<file path="config.mk">
export PLATFORM = sky130hd
export DESIGN_NAME = did_top
export DESIGN_NICKNAME = d
export VERILOG_FILES = /design/src/did_pkg.sv /design/src/did_chan_if.sv /design/src/did_top.sv /design/src/did_chan.sv
export VERILOG_INCLUDE_DIRS = /design/src
export SDC_FILE = /design/constraint.sdc
export NUM_CORES = 2
export LEC_CHECK = 0
export ABC_AREA = 1
export BUFFER_PORTS_ARGS = -buffer_cell sky130_fd_sc_hd__clkbuf_2
export CAP_MARGIN = 20
export CELL_PAD_IN_SITES_DETAIL_PLACEMENT = 1
export CELL_PAD_IN_SITES_GLOBAL_PLACEMENT = 2
export CORE_AREA = 2 2 464 466
export DETAILED_ROUTE_END_ITERATION = 8
export DIE_AREA = 0 0 466 468
export GPL_TIMING_DRIVEN = 1
export PLACE_DENSITY = 0.75
export SYNTH_ARGS = -nofsm -noshare
export SYNTH_HDL_FRONTEND = slang
export SYNTH_SLANG_ARGS = --single-unit
</file>
<file path="constraint.sdc">
create_clock -name sys_clk -period 2.28 [get_ports sys_clk]
set_input_delay 0.456 -clock sys_clk [delete_from_list [all_inputs] [get_ports sys_clk]]
set_output_delay 0.456 -clock sys_clk [all_outputs]
set_load 0.01 [all_outputs]
</file>
<file path="src/did_consts.svh">
`ifndef DID_CONSTS_SVH
`define DID_CONSTS_SVH
// Overview of operation
// - Eight inputs by default; a control bit extends the set to sixteen.
// - Each input picks rising or falling edge and then runs its function.
// - The action waits until the new level persists for 0.0 to 3276.0 s.
// - One function per input; a new one replaces the old; none does nothing.
// - Several inputs may share a function and each acts independently.
// - Alarm mode latches an alarm, forces masked outputs off, clears on a reset given once the input is inactive.
// - Start mode begins the profile once per edge unless already running.
// - Pause mode holds a running profile once per edge.
// - Resume mode runs a held profile once per edge, else nothing.
// - Terminate ends a running profile and clears events; otherwise nothing.
// - Wait mode supplies an active level for profile wait steps.
// - Output-control mode drives following outputs with its active state.
// - Output-suppress mode forces masked outputs off without an alarm.
// - Logging mode runs data logging while the input is active.
// - Setpoint-inhibit mode blocks setpoint transmissions while active.
// - While inhibited, shown setpoint follows the loop unless profile runs unheld.
// - Silence mode resets alarms once per edge; holding it resets nothing later.
// - Input-suppress mode blocks masked inputs; an input never masks itself.
// - Defrost-abort ends defrost once per edge; while active, due cycles skip.
// - Load-timer mode starts the load timer, restarting it if running.
// - Level functions count active on voltage in rising mode, absence in falling.
`define DID_CTRL_OFS 8'h00
`define DID_STAT_OFS 8'h04
`define DID_ALRM_OFS 8'h08
`define DID_CFG_BASE 8'h40
`define DID_MSK_BASE 8'h80
`define DID_CTRL_EXT_BIT 0
`define DID_CTRL_ARST_BIT 1
`define DID_CFG_RISE_BIT 8
`define DID_CFG_DLY_LSB 16
`define DID_CTRL_EXT_RST 1'h0
`define DID_CFG_RISE_RST 1'h1
`define DID_DELAY_RST 15'h0000
`define DID_MASK_RST 16'h0000
`define DID_DELAY_MAX 15'h7FF8
`define DID_BASE_EN 16'h00FF
`define DID_FULL_EN 16'hFFFF
`define DID_CLK_NS 50
`define DID_TICK_NS 100000000
`define DID_TICK_CYCLES (`DID_TICK_NS / `DID_CLK_NS)
`endif

</file>
<file path="src/did_pkg.sv">
package did_pkg;
  typedef logic [31:0] did_word_t;
  typedef enum logic [3:0] {
    FN_NONE = 4'h0, FN_ALARM, FN_START, FN_PAUSE, FN_RESUME, FN_TERM, FN_WAIT,
    FN_OUTCTL, FN_OUTDEF, FN_LOG, FN_SPINH, FN_SILENCE, FN_INDEF, FN_DEFROST, FN_LOADTMR
  } did_func_t;
  typedef enum logic [1:0] {
    ST_IDLE = 2'h0,
    ST_QUAL = 2'h1,
    ST_ACT = 2'h3
  } did_state_t;
  typedef did_func_t did_func_arr_t [16];
  typedef logic [15:0] did_mask_arr_t [16];
endpackage : did_pkg

</file>
<file path="src/did_chan_if.sv">
`timescale 1ns/1ps
interface did_chan_if;
  logic ce;
  logic tick;
  logic raw;
  logic rising;
  logic [14:0] delay;
  logic act;
  logic fire;
  modport ctl (output ce, tick, raw, rising, delay, input act, fire);
  modport chan (input ce, tick, raw, rising, delay, output act, fire);
endinterface : did_chan_if

</file>
<file path="src/did_top.sv">
`timescale 1ns/1ps
`include "did_consts.svh"
module did_top #(
  parameter int unsigned TICK_CYCLES = `DID_TICK_CYCLES
) (
  input logic sys_clk,
  input logic arst_n,
  input logic ce,
  input logic psel,
  input logic penable,
  input logic pwrite,
  input logic [7:0] paddr,
  input did_pkg::did_word_t pwdata,
  output did_pkg::did_word_t prdata,
  output logic pready,
  output logic pslverr,
  input logic [15:0] din,
  input logic profile_running,
  input logic profile_held,
  output logic start_cmd,
  output logic pause_cmd,
  output logic resume_cmd,
  output logic term_cmd,
  output logic event_clear,
  output logic silence_cmd,
  output logic [15:0] alarm_lat,
  output logic alarm_any,
  output logic [15:0] out_force_off,
  output logic [15:0] out_ctrl_lvl,
  output logic [15:0] wait_lvl,
  output logic log_enable,
  output logic setpoint_tx_inhibit,
  output logic sp_follow_loop,
  output logic defrost_abort,
  output logic defrost_skip,
  output logic load_tmr_start
);
  import did_pkg::*;
  localparam int NCH = 16;

  function automatic logic [15:0] did_sel(input did_func_arr_t f, input did_func_t m);
    logic [15:0] r;
    r = 16'h0000;
    for (int i = 0; i < NCH; i++) begin
      r[i] = (f[i] == m);
    end
    return r;
  endfunction : did_sel

  function automatic logic [15:0] did_or_masks(input logic [15:0] s, input did_mask_arr_t m);
    logic [15:0] r;
    r = 16'h0000;
    for (int i = 0; i < NCH; i++) begin
      if (s[i]) begin
        r = r | m[i];
      end
    end
    return r;
  endfunction : did_or_masks

  function automatic logic did_hit(input logic [7:0] a, input logic [7:0] base);
    return a[7:6] == base[7:6];
  endfunction : did_hit

  did_func_arr_t cfg_func_reg;
  logic [15:0] cfg_rise_reg;
  logic [14:0] cfg_dly_reg [16];
  did_mask_arr_t out_mask_reg;
  did_mask_arr_t in_mask_reg;
  logic ext_reg;
  logic [23:0] tick_cnt_reg;
  logic tick_reg;
  logic [15:0] alarm_reg;
  logic [15:0] act_v;
  logic [15:0] fire_v;
  logic [15:0] en;
  logic [15:0] defeat;
  logic [15:0] eact;
  logic [15:0] efire;
  logic [15:0] alarm_src;
  logic [15:0] alarm_next;
  logic [15:0] force_next;
  logic alarm_rst;
  logic arst_cmd;
  logic inh_next;
  logic setup;
  logic wr_en;
  logic [3:0] idx;
  did_word_t rd_next;
  logic err_next;
  logic diag_hit;
  did_func_t wr_func;
  logic [14:0] wr_dly;

  assign setup = psel && !penable;
  assign wr_en = psel && penable && pready && pwrite && !pslverr;
  assign idx = paddr[5:2];
  assign arst_cmd = wr_en && (paddr == `DID_CTRL_OFS) && pwdata[`DID_CTRL_ARST_BIT];
  assign alarm_lat = alarm_reg;

  always_ff @(posedge sys_clk or negedge arst_n) begin
    if (!arst_n) begin
      tick_cnt_reg <= 24'h000000;
      tick_reg <= 1'h0;
    end else if (ce) begin
      if (tick_cnt_reg == 24'(TICK_CYCLES - 1)) begin
        tick_cnt_reg <= 24'h000000;
        tick_reg <= 1'h1;
      end else begin
        tick_cnt_reg <= tick_cnt_reg + 24'h000001;
        tick_reg <= 1'h0;
      end
    end
  end

  for (genvar g = 0; g < NCH; g++) begin : g_ch
    did_chan_if ch_if ();
    assign ch_if.ce = ce;
    assign ch_if.tick = tick_reg;
    assign ch_if.raw = din[g];
    assign ch_if.rising = cfg_rise_reg[g];
    assign ch_if.delay = cfg_dly_reg[g];
    assign act_v[g] = ch_if.act;
    assign fire_v[g] = ch_if.fire;
    did_chan u_chan (
      .sys_clk(sys_clk),
      .arst_n(arst_n),
      .bus(ch_if.chan)
    );
  end

  always_comb begin
    wr_func = did_func_t'(pwdata[3:0]);
    if (pwdata[3:0] > FN_LOADTMR) begin
      wr_func = FN_NONE;
    end
    wr_dly = pwdata[30:16];
    if (wr_dly > `DID_DELAY_MAX) begin
      wr_dly = `DID_DELAY_MAX;
    end
  end

  always_comb begin
    rd_next = 32'h00000000;
    err_next = 1'h0;
    if (paddr[1:0] != 2'h0) begin
      err_next = 1'h1;
    end else if (paddr == `DID_CTRL_OFS) begin
      rd_next[`DID_CTRL_EXT_BIT] = ext_reg;
    end else if (paddr == `DID_STAT_OFS) begin
      rd_next = {defeat & en, eact};
    end else if (paddr == `DID_ALRM_OFS) begin
      rd_next = {16'h0000, alarm_reg};
    end else if (did_hit(paddr, `DID_CFG_BASE)) begin
      rd_next[3:0] = cfg_func_reg[idx];
      rd_next[`DID_CFG_RISE_BIT] = cfg_rise_reg[idx];
      rd_next[30:16] = cfg_dly_reg[idx];
    end else if (did_hit(paddr, `DID_MSK_BASE)) begin
      rd_next = {in_mask_reg[idx], out_mask_reg[idx]};
    end else begin
      err_next = 1'h1;
    end
  end

  // Read data is captured in the setup cycle so every access has no wait state.
  always_ff @(posedge sys_clk or negedge arst_n) begin
    if (!arst_n) begin
      pready <= 1'h0;
      prdata <= 32'h00000000;
      pslverr <= 1'h0;
    end else if (ce) begin
      pready <= setup;
      if (setup) begin
        prdata <= rd_next;
        pslverr <= err_next;
      end
    end
  end

  always_ff @(posedge sys_clk or negedge arst_n) begin
    if (!arst_n) begin
      ext_reg <= `DID_CTRL_EXT_RST;
      cfg_rise_reg <= {NCH{`DID_CFG_RISE_RST}};
      for (int i = 0; i < NCH; i++) begin
        cfg_func_reg[i] <= FN_NONE;
        cfg_dly_reg[i] <= `DID_DELAY_RST;
        out_mask_reg[i] <= `DID_MASK_RST;
        in_mask_reg[i] <= `DID_MASK_RST;
      end
    end else if (ce && wr_en) begin
      if (paddr == `DID_CTRL_OFS) begin
        ext_reg <= pwdata[`DID_CTRL_EXT_BIT];
      end else if (did_hit(paddr, `DID_CFG_BASE)) begin
        cfg_func_reg[idx] <= wr_func;
        cfg_rise_reg[idx] <= pwdata[`DID_CFG_RISE_BIT];
        cfg_dly_reg[idx] <= wr_dly;
      end else if (did_hit(paddr, `DID_MSK_BASE)) begin
        out_mask_reg[idx] <= pwdata[15:0];
        in_mask_reg[idx] <= pwdata[31:16] & ~(16'h0001 << idx);
      end
    end
  end

  // Suppression is computed from unsuppressed levels so there is no loop.
  always_comb begin
    en = ext_reg ? `DID_FULL_EN : `DID_BASE_EN;
    defeat = did_or_masks(act_v & en & did_sel(cfg_func_reg, FN_INDEF), in_mask_reg);
    eact = act_v & en & ~defeat;
    efire = fire_v & en & ~defeat;
    alarm_src = eact & did_sel(cfg_func_reg, FN_ALARM);
    alarm_rst = arst_cmd || |(efire & did_sel(cfg_func_reg, FN_SILENCE));
    alarm_next = alarm_src | (alarm_rst ? 16'h0000 : alarm_reg);
    force_next = did_or_masks(alarm_src | (eact & did_sel(cfg_func_reg, FN_OUTDEF)),
                              out_mask_reg);
    inh_next = |(eact & did_sel(cfg_func_reg, FN_SPINH));
    diag_hit = 1'h0;
    for (int i = 0; i < NCH; i++) begin
      diag_hit = diag_hit | in_mask_reg[i][i];
    end
  end

  always_ff @(posedge sys_clk or negedge arst_n) begin
    if (!arst_n) begin
      alarm_reg <= 16'h0000;
      alarm_any <= 1'h0;
      out_force_off <= 16'h0000;
    end else if (ce) begin
      alarm_reg <= alarm_next;
      alarm_any <= |alarm_next;
      out_force_off <= force_next;
    end
  end

  always_ff @(posedge sys_clk or negedge arst_n) begin
    if (!arst_n) begin
      start_cmd <= 1'h0;
      pause_cmd <= 1'h0;
      resume_cmd <= 1'h0;
      term_cmd <= 1'h0;
      event_clear <= 1'h0;
      silence_cmd <= 1'h0;
      defrost_abort <= 1'h0;
      load_tmr_start <= 1'h0;
    end else if (ce) begin
      start_cmd <= |(efire & did_sel(cfg_func_reg, FN_START)) && !profile_running;
      pause_cmd <= |(efire & did_sel(cfg_func_reg, FN_PAUSE)) && profile_running
                   && !profile_held;
      resume_cmd <= |(efire & did_sel(cfg_func_reg, FN_RESUME)) && profile_running
                    && profile_held;
      term_cmd <= |(efire & did_sel(cfg_func_reg, FN_TERM)) && profile_running;
      event_clear <= |(efire & did_sel(cfg_func_reg, FN_TERM)) && profile_running;
      silence_cmd <= |(efire & did_sel(cfg_func_reg, FN_SILENCE));
      defrost_abort <= |(efire & did_sel(cfg_func_reg, FN_DEFROST));
      load_tmr_start <= |(efire & did_sel(cfg_func_reg, FN_LOADTMR));
    end
  end

  always_ff @(posedge sys_clk or negedge arst_n) begin
    if (!arst_n) begin
      out_ctrl_lvl <= 16'h0000;
      wait_lvl <= 16'h0000;
      log_enable <= 1'h0;
      setpoint_tx_inhibit <= 1'h0;
      sp_follow_loop <= 1'h0;
      defrost_skip <= 1'h0;
    end else if (ce) begin
      out_ctrl_lvl <= eact & did_sel(cfg_func_reg, FN_OUTCTL);
      wait_lvl <= eact & did_sel(cfg_func_reg, FN_WAIT);
      log_enable <= |(eact & did_sel(cfg_func_reg, FN_LOG));
      setpoint_tx_inhibit <= inh_next;
      sp_follow_loop <= inh_next && (!profile_running || profile_held);
      defrost_skip <= |(eact & did_sel(cfg_func_reg, FN_DEFROST));
    end
  end

  start_gate_a: assert property (
    @(posedge sys_clk) disable iff (!arst_n)
    $rose(start_cmd) |-> !$past(profile_running))
    else $error("Start issued while a profile was running.");
  pause_gate_a: assert property (
    @(posedge sys_clk) disable iff (!arst_n)
    $rose(pause_cmd) |-> $past(profile_running) && !$past(profile_held))
    else $error("Pause issued without a running profile.");
  resume_gate_a: assert property (
    @(posedge sys_clk) disable iff (!arst_n)
    $rose(resume_cmd) |-> $past(profile_running) && $past(profile_held))
    else $error("Resume issued without a held profile.");
  term_events_a: assert property (
    @(posedge sys_clk) disable iff (!arst_n)
    $rose(term_cmd) |-> event_clear && $past(profile_running))
    else $error("Terminate did not pair with an event clear.");
  alarm_hold_a: assert property (
    @(posedge sys_clk) disable iff (!arst_n)
    ((~alarm_reg & $past(alarm_reg)) != 16'h0000) |-> $past(alarm_rst)
    && ((~alarm_reg & $past(alarm_reg) & $past(alarm_src)) == 16'h0000))
    else $error("Alarm cleared without a reset or while still active.");
  self_mask_a: assert property (
    @(posedge sys_clk) disable iff (!arst_n)
    !diag_hit)
    else $error("An input suppresses itself.");
  sp_follow_a: assert property (
    @(posedge sys_clk) disable iff (!arst_n)
    sp_follow_loop |-> setpoint_tx_inhibit
    && (!$past(profile_running) || $past(profile_held)))
    else $error("Setpoint follows the loop under a running profile.");
  force_alarm_a: assert property (
    @(posedge sys_clk) disable iff (!arst_n)
    ce && (alarm_src != 16'h0000) |=> alarm_any)
    else $error("Active alarm input did not raise the alarm.");
  alarm_set_a: assert property (
    @(posedge sys_clk) disable iff (!arst_n)
    ce && (alarm_src != 16'h0000) |=> (alarm_reg & $past(alarm_src)) == $past(alarm_src))
    else $error("Active alarm input was not latched.");
  func_excl_a: assert property (
    @(posedge sys_clk) disable iff (!arst_n)
    (wait_lvl & out_ctrl_lvl) == 16'h0000)
    else $error("An input drives two level functions at once.");
  ext_gate_a: assert property (
    @(posedge sys_clk) disable iff (!arst_n)
    !ext_reg |-> (eact[15:8] == 8'h00))
    else $error("An upper input acted without the extension.");
  wait_src_a: assert property (
    @(posedge sys_clk) disable iff (!arst_n)
    (wait_lvl & ~$past(act_v)) == 16'h0000)
    else $error("Wait level shown for an inactive input.");
  outctl_src_a: assert property (
    @(posedge sys_clk) disable iff (!arst_n)
    (out_ctrl_lvl & ~$past(act_v)) == 16'h0000)
    else $error("Output control level shown for an inactive input.");
  force_src_a: assert property (
    @(posedge sys_clk) disable iff (!arst_n)
    (out_force_off != 16'h0000) |-> ($past(eact) != 16'h0000))
    else $error("Outputs forced off with no active input.");
  log_src_a: assert property (
    @(posedge sys_clk) disable iff (!arst_n)
    log_enable |-> ($past(act_v) != 16'h0000))
    else $error("Logging enabled with no active input.");
  inhibit_src_a: assert property (
    @(posedge sys_clk) disable iff (!arst_n)
    setpoint_tx_inhibit |-> ($past(act_v) != 16'h0000))
    else $error("Setpoint transmission inhibited with no active input.");
  silence_src_a: assert property (
    @(posedge sys_clk) disable iff (!arst_n)
    silence_cmd |-> ($past(fire_v) != 16'h0000))
    else $error("Silence issued without a qualified edge.");
  skip_src_a: assert property (
    @(posedge sys_clk) disable iff (!arst_n)
    defrost_skip |-> ($past(act_v) != 16'h0000))
    else $error("Defrost skip raised with no active input.");
  load_src_a: assert property (
    @(posedge sys_clk) disable iff (!arst_n)
    load_tmr_start |-> ($past(fire_v) != 16'h0000))
    else $error("Load timer started without a qualified edge.");
endmodule : did_top

</file>
<file path="src/did_chan.sv">
`timescale 1ns/1ps
module did_chan (
  input logic sys_clk,
  input logic arst_n,
  did_chan_if.chan bus
);
  import did_pkg::*;
  logic sync1_reg;
  logic sync2_reg;
  logic lvl_prev_reg;
  did_state_t state_reg;
  logic [14:0] cnt_reg;
  logic act_reg;
  logic fire_reg;
  logic level;
  logic qual_done;
  logic [1:0] warm_reg;

  assign level = bus.rising ? sync2_reg : ~sync2_reg;
  assign qual_done = (state_reg == ST_QUAL) && level && (cnt_reg == 15'h0000);
  assign bus.act = act_reg;
  assign bus.fire = fire_reg;

  always_ff @(posedge sys_clk or negedge arst_n) begin
    if (!arst_n) begin
      sync1_reg <= 1'h0;
      sync2_reg <= 1'h0;
      lvl_prev_reg <= 1'h0;
      warm_reg <= 2'h0;
    end else if (bus.ce) begin
      sync1_reg <= bus.raw;
      sync2_reg <= sync1_reg;
      lvl_prev_reg <= level;
      // Edges are ignored until the synchroniser and history hold real pin samples.
      if (warm_reg != 2'h3) begin
        warm_reg <= warm_reg + 2'h1;
      end
    end
  end

  // A level already present at reset is not an edge, so it never fires.
  always_ff @(posedge sys_clk or negedge arst_n) begin
    if (!arst_n) begin
      state_reg <= ST_IDLE;
      cnt_reg <= 15'h0000;
    end else if (bus.ce) begin
      case (state_reg)
        ST_IDLE: begin
          if ((warm_reg == 2'h3) && level && !lvl_prev_reg) begin
            state_reg <= ST_QUAL;
            cnt_reg <= bus.delay;
          end
        end
        ST_QUAL: begin
          if (!level) begin
            state_reg <= ST_IDLE;
          end else if (cnt_reg == 15'h0000) begin
            state_reg <= ST_ACT;
          end else if (bus.tick) begin
            cnt_reg <= cnt_reg - 15'h0001;
          end
        end
        ST_ACT: begin
          if (!level) begin
            state_reg <= ST_IDLE;
          end
        end
        default: state_reg <= ST_IDLE;
      endcase
    end
  end

  always_ff @(posedge sys_clk or negedge arst_n) begin
    if (!arst_n) begin
      act_reg <= 1'h0;
      fire_reg <= 1'h0;
    end else if (bus.ce) begin
      fire_reg <= qual_done;
      act_reg <= qual_done || ((state_reg == ST_ACT) && level);
    end
  end

  fire_delay_a: assert property (
    @(posedge sys_clk) disable iff (!arst_n)
    $rose(fire_reg) |-> ($past(cnt_reg) == 15'h0000) && $past(level))
    else $error("Input fired before its delay ran out.");
  act_cause_a: assert property (
    @(posedge sys_clk) disable iff (!arst_n)
    $rose(act_reg) |-> fire_reg)
    else $error("Input became active without qualification.");
endmodule : did_chan

</file>
# ---- Word level (Yosys, flattened, before mapping)
# Cells that the tools add are included.
dict set report classes {
  mux 259
  n_bitwise 74
  shifts 1
  n_eq_ne 389
  n_reduce_logical 248
  n_addsub 33
  n_lt_le_gt_ge 6
}
# operator n
set op_table {}
lappend op_table {{$mux W15} 69}
lappend op_table {{$mux W16} 39}
lappend op_table {{$bwmux W256} 2}
lappend op_table {{$or A16 B16 Y16} 32}
lappend op_table {{$pmux W15 S2} 16}
lappend op_table {{$eq A4 B4 Y1 const B} 112}
lappend op_table {{$and A16 B16 Y16} 21}
lappend op_table {{$eq A4 B3 Y1 const B} 64}
lappend op_table {{$bwmux W240} 1}
lappend op_table {{$logic_not A15 Y1} 16}
lappend op_table {{$sub A15 B1 Y15 const B} 16}
lappend op_table {{$reduce_or A16 Y1} 11}
lappend op_table {{$bmux W16 S4} 2}
lappend op_table {{$eq A4 B2 Y1 const B} 32}
lappend op_table {{$mux W2} 64}
lappend op_table {{$mux W32} 4}
lappend op_table {{$ne A2 B2 Y1 const B} 64}
lappend op_table {{$logic_and A1 B1 Y1} 97}
lappend op_table {{$pmux W2 S3} 16}
lappend op_table {{$reduce_and A6 Y1} 16}
lappend op_table {{$reduce_and A4 Y1} 17}
lappend op_table {{$eq A2 B2 Y1 const B} 33}
lappend op_table {{$bwmux W64} 1}
lappend op_table {{$demux W16 S4} 1}
lappend op_table {{other kinds (38)} 264}
dict set report totals {
  elab_cells 1225
  reg_bits 1352
  out_inout_bits 111
  inputBits 64
}

# ---- Depth between registers and ports, before layout
dict set report depth {
  depth_word 69
  depth_mapped 21
  ltp_nobuf 20
}

# ---- By module
# A second synthesis with hierarchy kept.
dict set report unflattened {
  cells_unflattened 10084
  area_unflattened_um2 75529.9
}
# mod instances cells_each area_each_um2 seq_area_each_um2
set by_module_without_submodules {}
lappend by_module_without_submodules {did_top 1 6196 49444.9 24243.3}
lappend by_module_without_submodules {did_chan 16 243 1630.3 600.6}

# ---- Least setup slack after synthesis
# OpenSTA, ideal clock, no wires.
dict set report synth_timing {
  path_kind {reg-to-reg}
  startpoint {register g_ch[5].u_chan.cnt_reg[0]}
  endpoint {register g_ch[5].u_chan.cnt_reg[1]}
  path_buffers 1
  stages_incl_launch_ff 17
  setup_ps 127
  period_less_slack_ps 2441
  required_time_ps 2153
  setup_slack_ps -161
  arrival_time_ps 2314
  cell_sequence {dfrtp_1 > inv_1 > ha_1 > nand3_1 > nor2_1 > inv_1 > nor2_1 > nand3_1 > nor3_1 > nand3_1 > nor3_1 > o21ai_1 > nand2_2 > inv_2 > buf_2 > o211ai_1 > o21ai_1}
}
dict set report synth_between {
  elab_chain_len 5
  elab_cells_between_ends 8
  classes_between {add/sub (1); eq/ne (1); mux (4); reduce/logical (2)}
}
# element line
set synth_lines {}
lappend synth_lines {{start: declaration} did_chan.sv:12} ;# logic [14:0] cnt_reg;
lappend synth_lines {{start signal: assignment} did_chan.sv:51} ;# cnt_reg <= bus.delay;
lappend synth_lines {{start signal: assignment} did_chan.sv:60} ;# cnt_reg <= cnt_reg - 15'h0001;
lappend synth_lines {{$sub A15 B1 Y15} did_chan.sv:60}
lappend synth_lines {{$mux W15} did_chan.sv:59} ;# end else if (bus.tick) begin
lappend synth_lines {{$mux W15} did_chan.sv:57} ;# end else if (cnt_reg == 15'h0000) begin
lappend synth_lines {{$mux W15} did_chan.sv:55} ;# if (!level) begin
lappend synth_lines {{$pmux W15 S2} did_chan.sv:47} ;# case (state_reg)
# Several ways; a longest one is shown, not always the timed one. The select of a mux whose other input is x is not followed.
# A chain may end at the register's enable or synchronous reset.

# ---- Final worst setup path
dict set report layout_timing {
  startpoint {register ext_reg}
  endpoint {register event_clear}
}
dict set report layout_between {
  elab_chain_len 23
  elab_cells_between_ends 24
  classes_between {mux (9); bitwise (13); reduce/logical (2)}
}
# element line
set layout_lines {}
lappend layout_lines {{start: declaration} did_top.sv:70} ;# logic ext_reg;
lappend layout_lines {{start signal: assignment} did_top.sv:182} ;# ext_reg <= `DID_CTRL_EXT_RST;
lappend layout_lines {{start signal: assignment} did_top.sv:192} ;# ext_reg <= pwdata[`DID_CTRL_EXT_BIT];
lappend layout_lines {{$mux W16 (no source line) (*)} n/a}
lappend layout_lines {{$and A16 B16 Y16 (2 in series)} did_top.sv:207} ;# defeat = did_or_masks(act_v & en & did_sel(cfg_func_reg, FN_INDEF), in_mask_reg);
lappend layout_lines {{$mux W16} did_top.sv:54} ;# if (s[i]) begin
lappend layout_lines {{$or A16 B16 Y16} did_top.sv:55} ;# r = r | m[i];
lappend layout_lines {{$mux W16} did_top.sv:54}
lappend layout_lines {{$or A16 B16 Y16} did_top.sv:55}
lappend layout_lines {{$mux W16} did_top.sv:54}
lappend layout_lines {{$or A16 B16 Y16} did_top.sv:55}
lappend layout_lines {{(+6 left out)} n/a}
lappend layout_lines {{$mux W16} did_top.sv:54}
lappend layout_lines {{$or A16 B16 Y16} did_top.sv:55}
lappend layout_lines {{$mux W16} did_top.sv:54}
lappend layout_lines {{$not A16 Y16} did_top.sv:209} ;# efire = fire_v & en & ~defeat;
lappend layout_lines {{$and A16 B16 Y16 (*)} did_top.sv:209}
lappend layout_lines {{$and A16 B16 Y16 (*)} did_top.sv:251} ;# event_clear <= |(efire & did_sel(cfg_func_reg, FN_TERM)) && profile_running;
lappend layout_lines {{$reduce_or A16 Y1 (*)} did_top.sv:251}
lappend layout_lines {{$logic_and A1 B1 Y1 (*)} did_top.sv:251}
lappend layout_lines {{end signal: assignment} did_top.sv:251}
lappend layout_lines {{end: declaration} did_top.sv:24} ;# output logic event_clear,
# Mark *: on every way between the ends. The rest lies on a longest branch, timed or not.

==> results.rst <==
.. list-table::
   :header-rows: 1

   * - Metric
     - Value
   * - Outcome
     - complete, but fails checks
   * - Failing checks
     - setup timing
   * - Number of detailed-route iterations in the first pass
     - 5
   * - Switching power as a share of total power
     - between 30% and 40%
   * - Share of the yosys chip area belonging to registers
     - a little under half
   * - Worst Tran Pin Value
     - around 1.1 ns
   * - Routed wire length
     - 408300 µm
   * - Clock Pin Slew Worst Setup and Hold Paths
     - ~0.06 ns
   * - Number of register bits inferred by synthesis
     - approximately 1400
   * - Area delta synth->final
     - 36.10%
   * - Number of design rule violations left after detail routing
     - 0
   * - Placed inst area
     - around 90000 µm²
   * - Level count of the clock H-tree
     - 4
   * - Sum of overflow across all layers after global routing
     - 0
   * - Seq pwr share
     - 37.0%
   * - Global placement routability congestion
     - about 1.1
   * - Vias
     - between 70000 and 80000
   * - Die W
     - around 470 µm
   * - Most used DFF post-synth
     - sky130_fd_sc_hd__dfrtp_1
   * - Ratio of cells with drive above 1 in the final layout
     - a little under a quarter
   * - Via-to-Cell Ratio
     - ~5.7
   * - Die Y-Extent
     - between 400 and 500 µm
   * - Maximum buffer depth of the clock tree
     - 3
   * - Final setup violation count
     - 472
   * - Number of filler instances in the final layout
     - 25490
   * - Number of global-route vias before repair
     - around 80000
   * - Commonest cells after routing, fill and taps aside
     - sky130_fd_sc_hd__nand2_1, sky130_fd_sc_hd__buf_4, sky130_fd_sc_hd__dfrtp_1, sky130_fd_sc_hd__inv_1, sky130_fd_sc_hd__o21ai_0
   * - Synth unique cells
     - 66
   * - Internal power
     - 0.05154 W
   * - Top achievable clock speed
     - between 0.3 and 0.4 GHz
   * - Post-DR wirelength/cell
     - a little under 30 µm
   * - Minimum setup slack in the final design
     - -0.8084 ns
   * - Pins over their slew limit
     - 0
   * - Worst-case hold slack
     - 0.03129 ns
   * - Core occupancy in the finished layout
     - 45.96%
   * - Leakage power
     - about 47 nW
   * - CTS Root Cell
     - sky130_fd_sc_hd__clkbuf_16
   * - Count of port buffers added during placement
     - about 170
   * - Critical path capture point type
     - register
   * - Worst Path Max Fanout
     - 7
   * - Net switching component of the power
     - about 0.028 W
   * - Power density relative to cell area
     - 810.0 nW/µm²
   * - Startpoint of the worst register-to-register path
     - ext_reg
   * - Clock skew
     - between 0.04 and 0.05 ns
   * - Combinational Power Share
     - a little over a quarter
   * - Length in cells of the worst reg-to-reg path
     - 22
   * - Average instance area after synthesis
     - roughly 7.6 µm²
   * - Antenna violations before repair
     - 31
   * - Final Hold Violating Endpoints
     - 0
   * - IR Drop Worst-Case VDD
     - roughly 0.86 mV
   * - Headroom to the max-slew limit
     - 26.39%
   * - Gate count of the mapped netlist
     - ~9400
   * - Area of the mapped netlist
     - between 70000 and 80000 µm²
   * - Maxcap violations
     - 0
   * - Gr usage total
     - 36.80%
   * - End of the worst hold path
     - out_mask_reg[22]
   * - Startpoint of the worst hold path
     - pwdata[6]
   * - Row Count
     - 170
   * - Startpoint type of the worst setup path
     - register
   * - Largest cells by area after synthesis
     - sky130_fd_sc_hd__dfrtp_1, sky130_fd_sc_hd__nand2_1, sky130_fd_sc_hd__o21ai_0, sky130_fd_sc_hd__inv_1, sky130_fd_sc_hd__nor2_1
   * - Async set-or-reset flop fraction in the synthesized netlist
     - 100.0%
   * - Crit share post-route
     - 135.5%
   * - Number of top-level design ports
     - 175
   * - Fin nets
     - 11040
   * - Hold WC Path Type
     - primary input to register
   * - Global-route wire length before repair
     - about 580000 µm
   * - DP HPWL
     - a little over 300000 µm
   * - Most common library cell in the layout ignoring fill and taps
     - sky130_fd_sc_hd__nand2_1
   * - Synth warn
     - 0
   * - Clock period minus worst slack
     - between 3 and 4 ns
   * - Pin count of the biggest net entering global routing
     - between 80 and 90
   * - Post-synth EDFFs
     - 0
   * - Type of the worst setup path
     - register to register
   * - Proportion of netlist area held by the largest area contributor
     - between 40 and 50%
   * - # clock sinks
     - roughly 1400
   * - Iter 0 DRT Violations
     - 7543
   * - Total die area
     - approximately 220000 µm²
   * - Skew-Pair Late Insertion Delay
     - about 0.87 ns
   * - Number of cells traversed by the worst hold path
     - 3
   * - Unrepaired setup endpoints after global routing
     - true
   * - Req. time, crit path
     - about 3 ns
   * - Area of the core
     - 213300 µm²
   * - Dominant cell type by area after synthesis
     - sky130_fd_sc_hd__dfrtp_1
   * - Arrival time of the worst setup path
     - approximately 3.8 ns
   * - Clk network pwr share
     - roughly 36%
   * - FF-to-FF setup slack
     - -0.81 ns
   * - Critical R2R Capture
     - event_clear
   * - Sum of negative setup slack
     - -60.06 ns
   * - Number of CTS-inserted buffers
     - 168
   * - Starting utilization of the core area
     - 33.77%
   * - Clock tree from TritonCTS
     - yes
   * - Synthesized netlist net count
     - 9530
   * - Fin area
     - a little under 100000 µm²
   * - Remaining antenna violation count after routing
     - 0
## area by class of cell
type,instances,area [µm²],area share [%]
sequential,1352,33860,34.53
multi-input combinational,6409,33660,34.33
clock inverter,54,744.5,0.7593
clock buffer,252,5032,5.133
tap,2838,3551,3.622
inverter,1146,4319,4.405
timing repair buffer,1867,16850,17.18
antenna,14,35.03,0.03573
## kinds of logic after synthesis
| kind of cell | share of synthesized area, % |
|---|---|
| buf+inv | 9.026 |
| xor+xnor | 0.9726 |
| fa+ha+maj | 0.6252 |
| flops | 46.99 |
| simple gates | 22.69 |
| mux | 0.2501 |
| compound gates | 19.44 |
## worst max path at each step
stage	startpoint	to	slack, ns	depth (start not counted)
6_report	ext_reg	event_clear	-0.81	22
5_1_grt	ext_reg	alarm_any	-0.91	23
4_1_cts	ext_reg	alarm_any	-0.72	23
3_5_place_dp	ext_reg	alarm_any	-1.09	21
3_3_place_gp	ext_reg	alarm_any	-1.10	21
2_1_floorplan	paddr[4]	out_mask_reg[248]	-0.02	16
## metrics by stage
step / total power [W] / cells / setup slack (ns)
final: 0.07942 / 13930 / -0.8084
after global routing: 0.08328 / 13920 / -0.9101
after CTS: 0.07931 / 13900 / -0.7213
after detailed placement: 0.05037 / 13510 / -1.087
after global placement: 0.04928 / 13510 / -1.104
after floorplan: 0.04069 / 9430 / -0.01934
## power by group through the flow
stage / clock network [W] / registers [W] / logic [W]
2_1_floorplan: 0 / 0.0290 / 0.0117
3_3_place_gp: 0 / 0.0295 / 0.0198
3_5_place_dp: 0 / 0.0297 / 0.0207
4_1_cts: 0.0289 / 0.0294 / 0.0211
5_1_grt: 0.0298 / 0.0298 / 0.0237
6_report: 0.0286 / 0.0294 / 0.0214
## worst max-delay path, cell delays in order, from the launching register on
cell	delay, ns
sky130_fd_sc_hd__dfrtp_2	0.42
sky130_fd_sc_hd__buf_12	0.16
sky130_fd_sc_hd__nand2_4	0.07
sky130_fd_sc_hd__nor2_8	0.09
sky130_fd_sc_hd__buf_12	0.15
sky130_fd_sc_hd__buf_6	0.12
sky130_fd_sc_hd__buf_4	0.09
sky130_fd_sc_hd__nand3_2	0.05
sky130_fd_sc_hd__nand2_1	0.08
sky130_fd_sc_hd__nor2_1	0.05
sky130_fd_sc_hd__nand2_2	0.14
sky130_fd_sc_hd__nor2_4	0.06
sky130_fd_sc_hd__buf_12	0.14
sky130_fd_sc_hd__buf_4	0.13
sky130_fd_sc_hd__buf_6	0.11
sky130_fd_sc_hd__nand4_1	0.09
sky130_fd_sc_hd__o21ai_2	0.08
sky130_fd_sc_hd__nor3_2	0.22
sky130_fd_sc_hd__buf_4	0.17
sky130_fd_sc_hd__nand4_1	0.09
sky130_fd_sc_hd__buf_4	0.17
sky130_fd_sc_hd__nor2_2	0.12
sky130_fd_sc_hd__o21ai_1	0.06
## cell usage after synthesis (all sizes together), types with 43 or more instances
cell     number
o221ai       61
nor3        142
nand2      2476
o22ai       252
a221oi       75
nor4         43
nand3       347
xor2         52
dfrtp      1336
o2111ai      63
a21oi       238
o21ai      1262
buf         130
o31ai        57
o211ai       92
clkbuf      394
nand4       119
inv        1138
nor2        783
o311ai       52
## metal layers
| layer | vias to the layer above | GRT usage, % | routed length [µm] |
|---|---|---|---|
| met1 | 40100 | 48.32 | 169700 |
| met2 | 3201 | 57.03 | 180900 |
| met5 | - | 0 | 105 |
| li1 | 34490 | - | - |
| met4 | 14 | 21.82 | 28630 |
| met3 | 907 | 6.117 | 28990 |
## timing repair
| action | CTS | global route |
|---|---|---|
| pin swaps | 65 | 75 |
| setup endpoints to repair | 398 | 1142 |
| setup buffers | 54 | 30 |
| cloned | 6 | 2 |
| hold buffers | 22 | 0 |
| resized for setup | 295 | 232 |
| endpoints found under the hold margin | 414 | 0 |
Power figures use the tool's default switching activity.
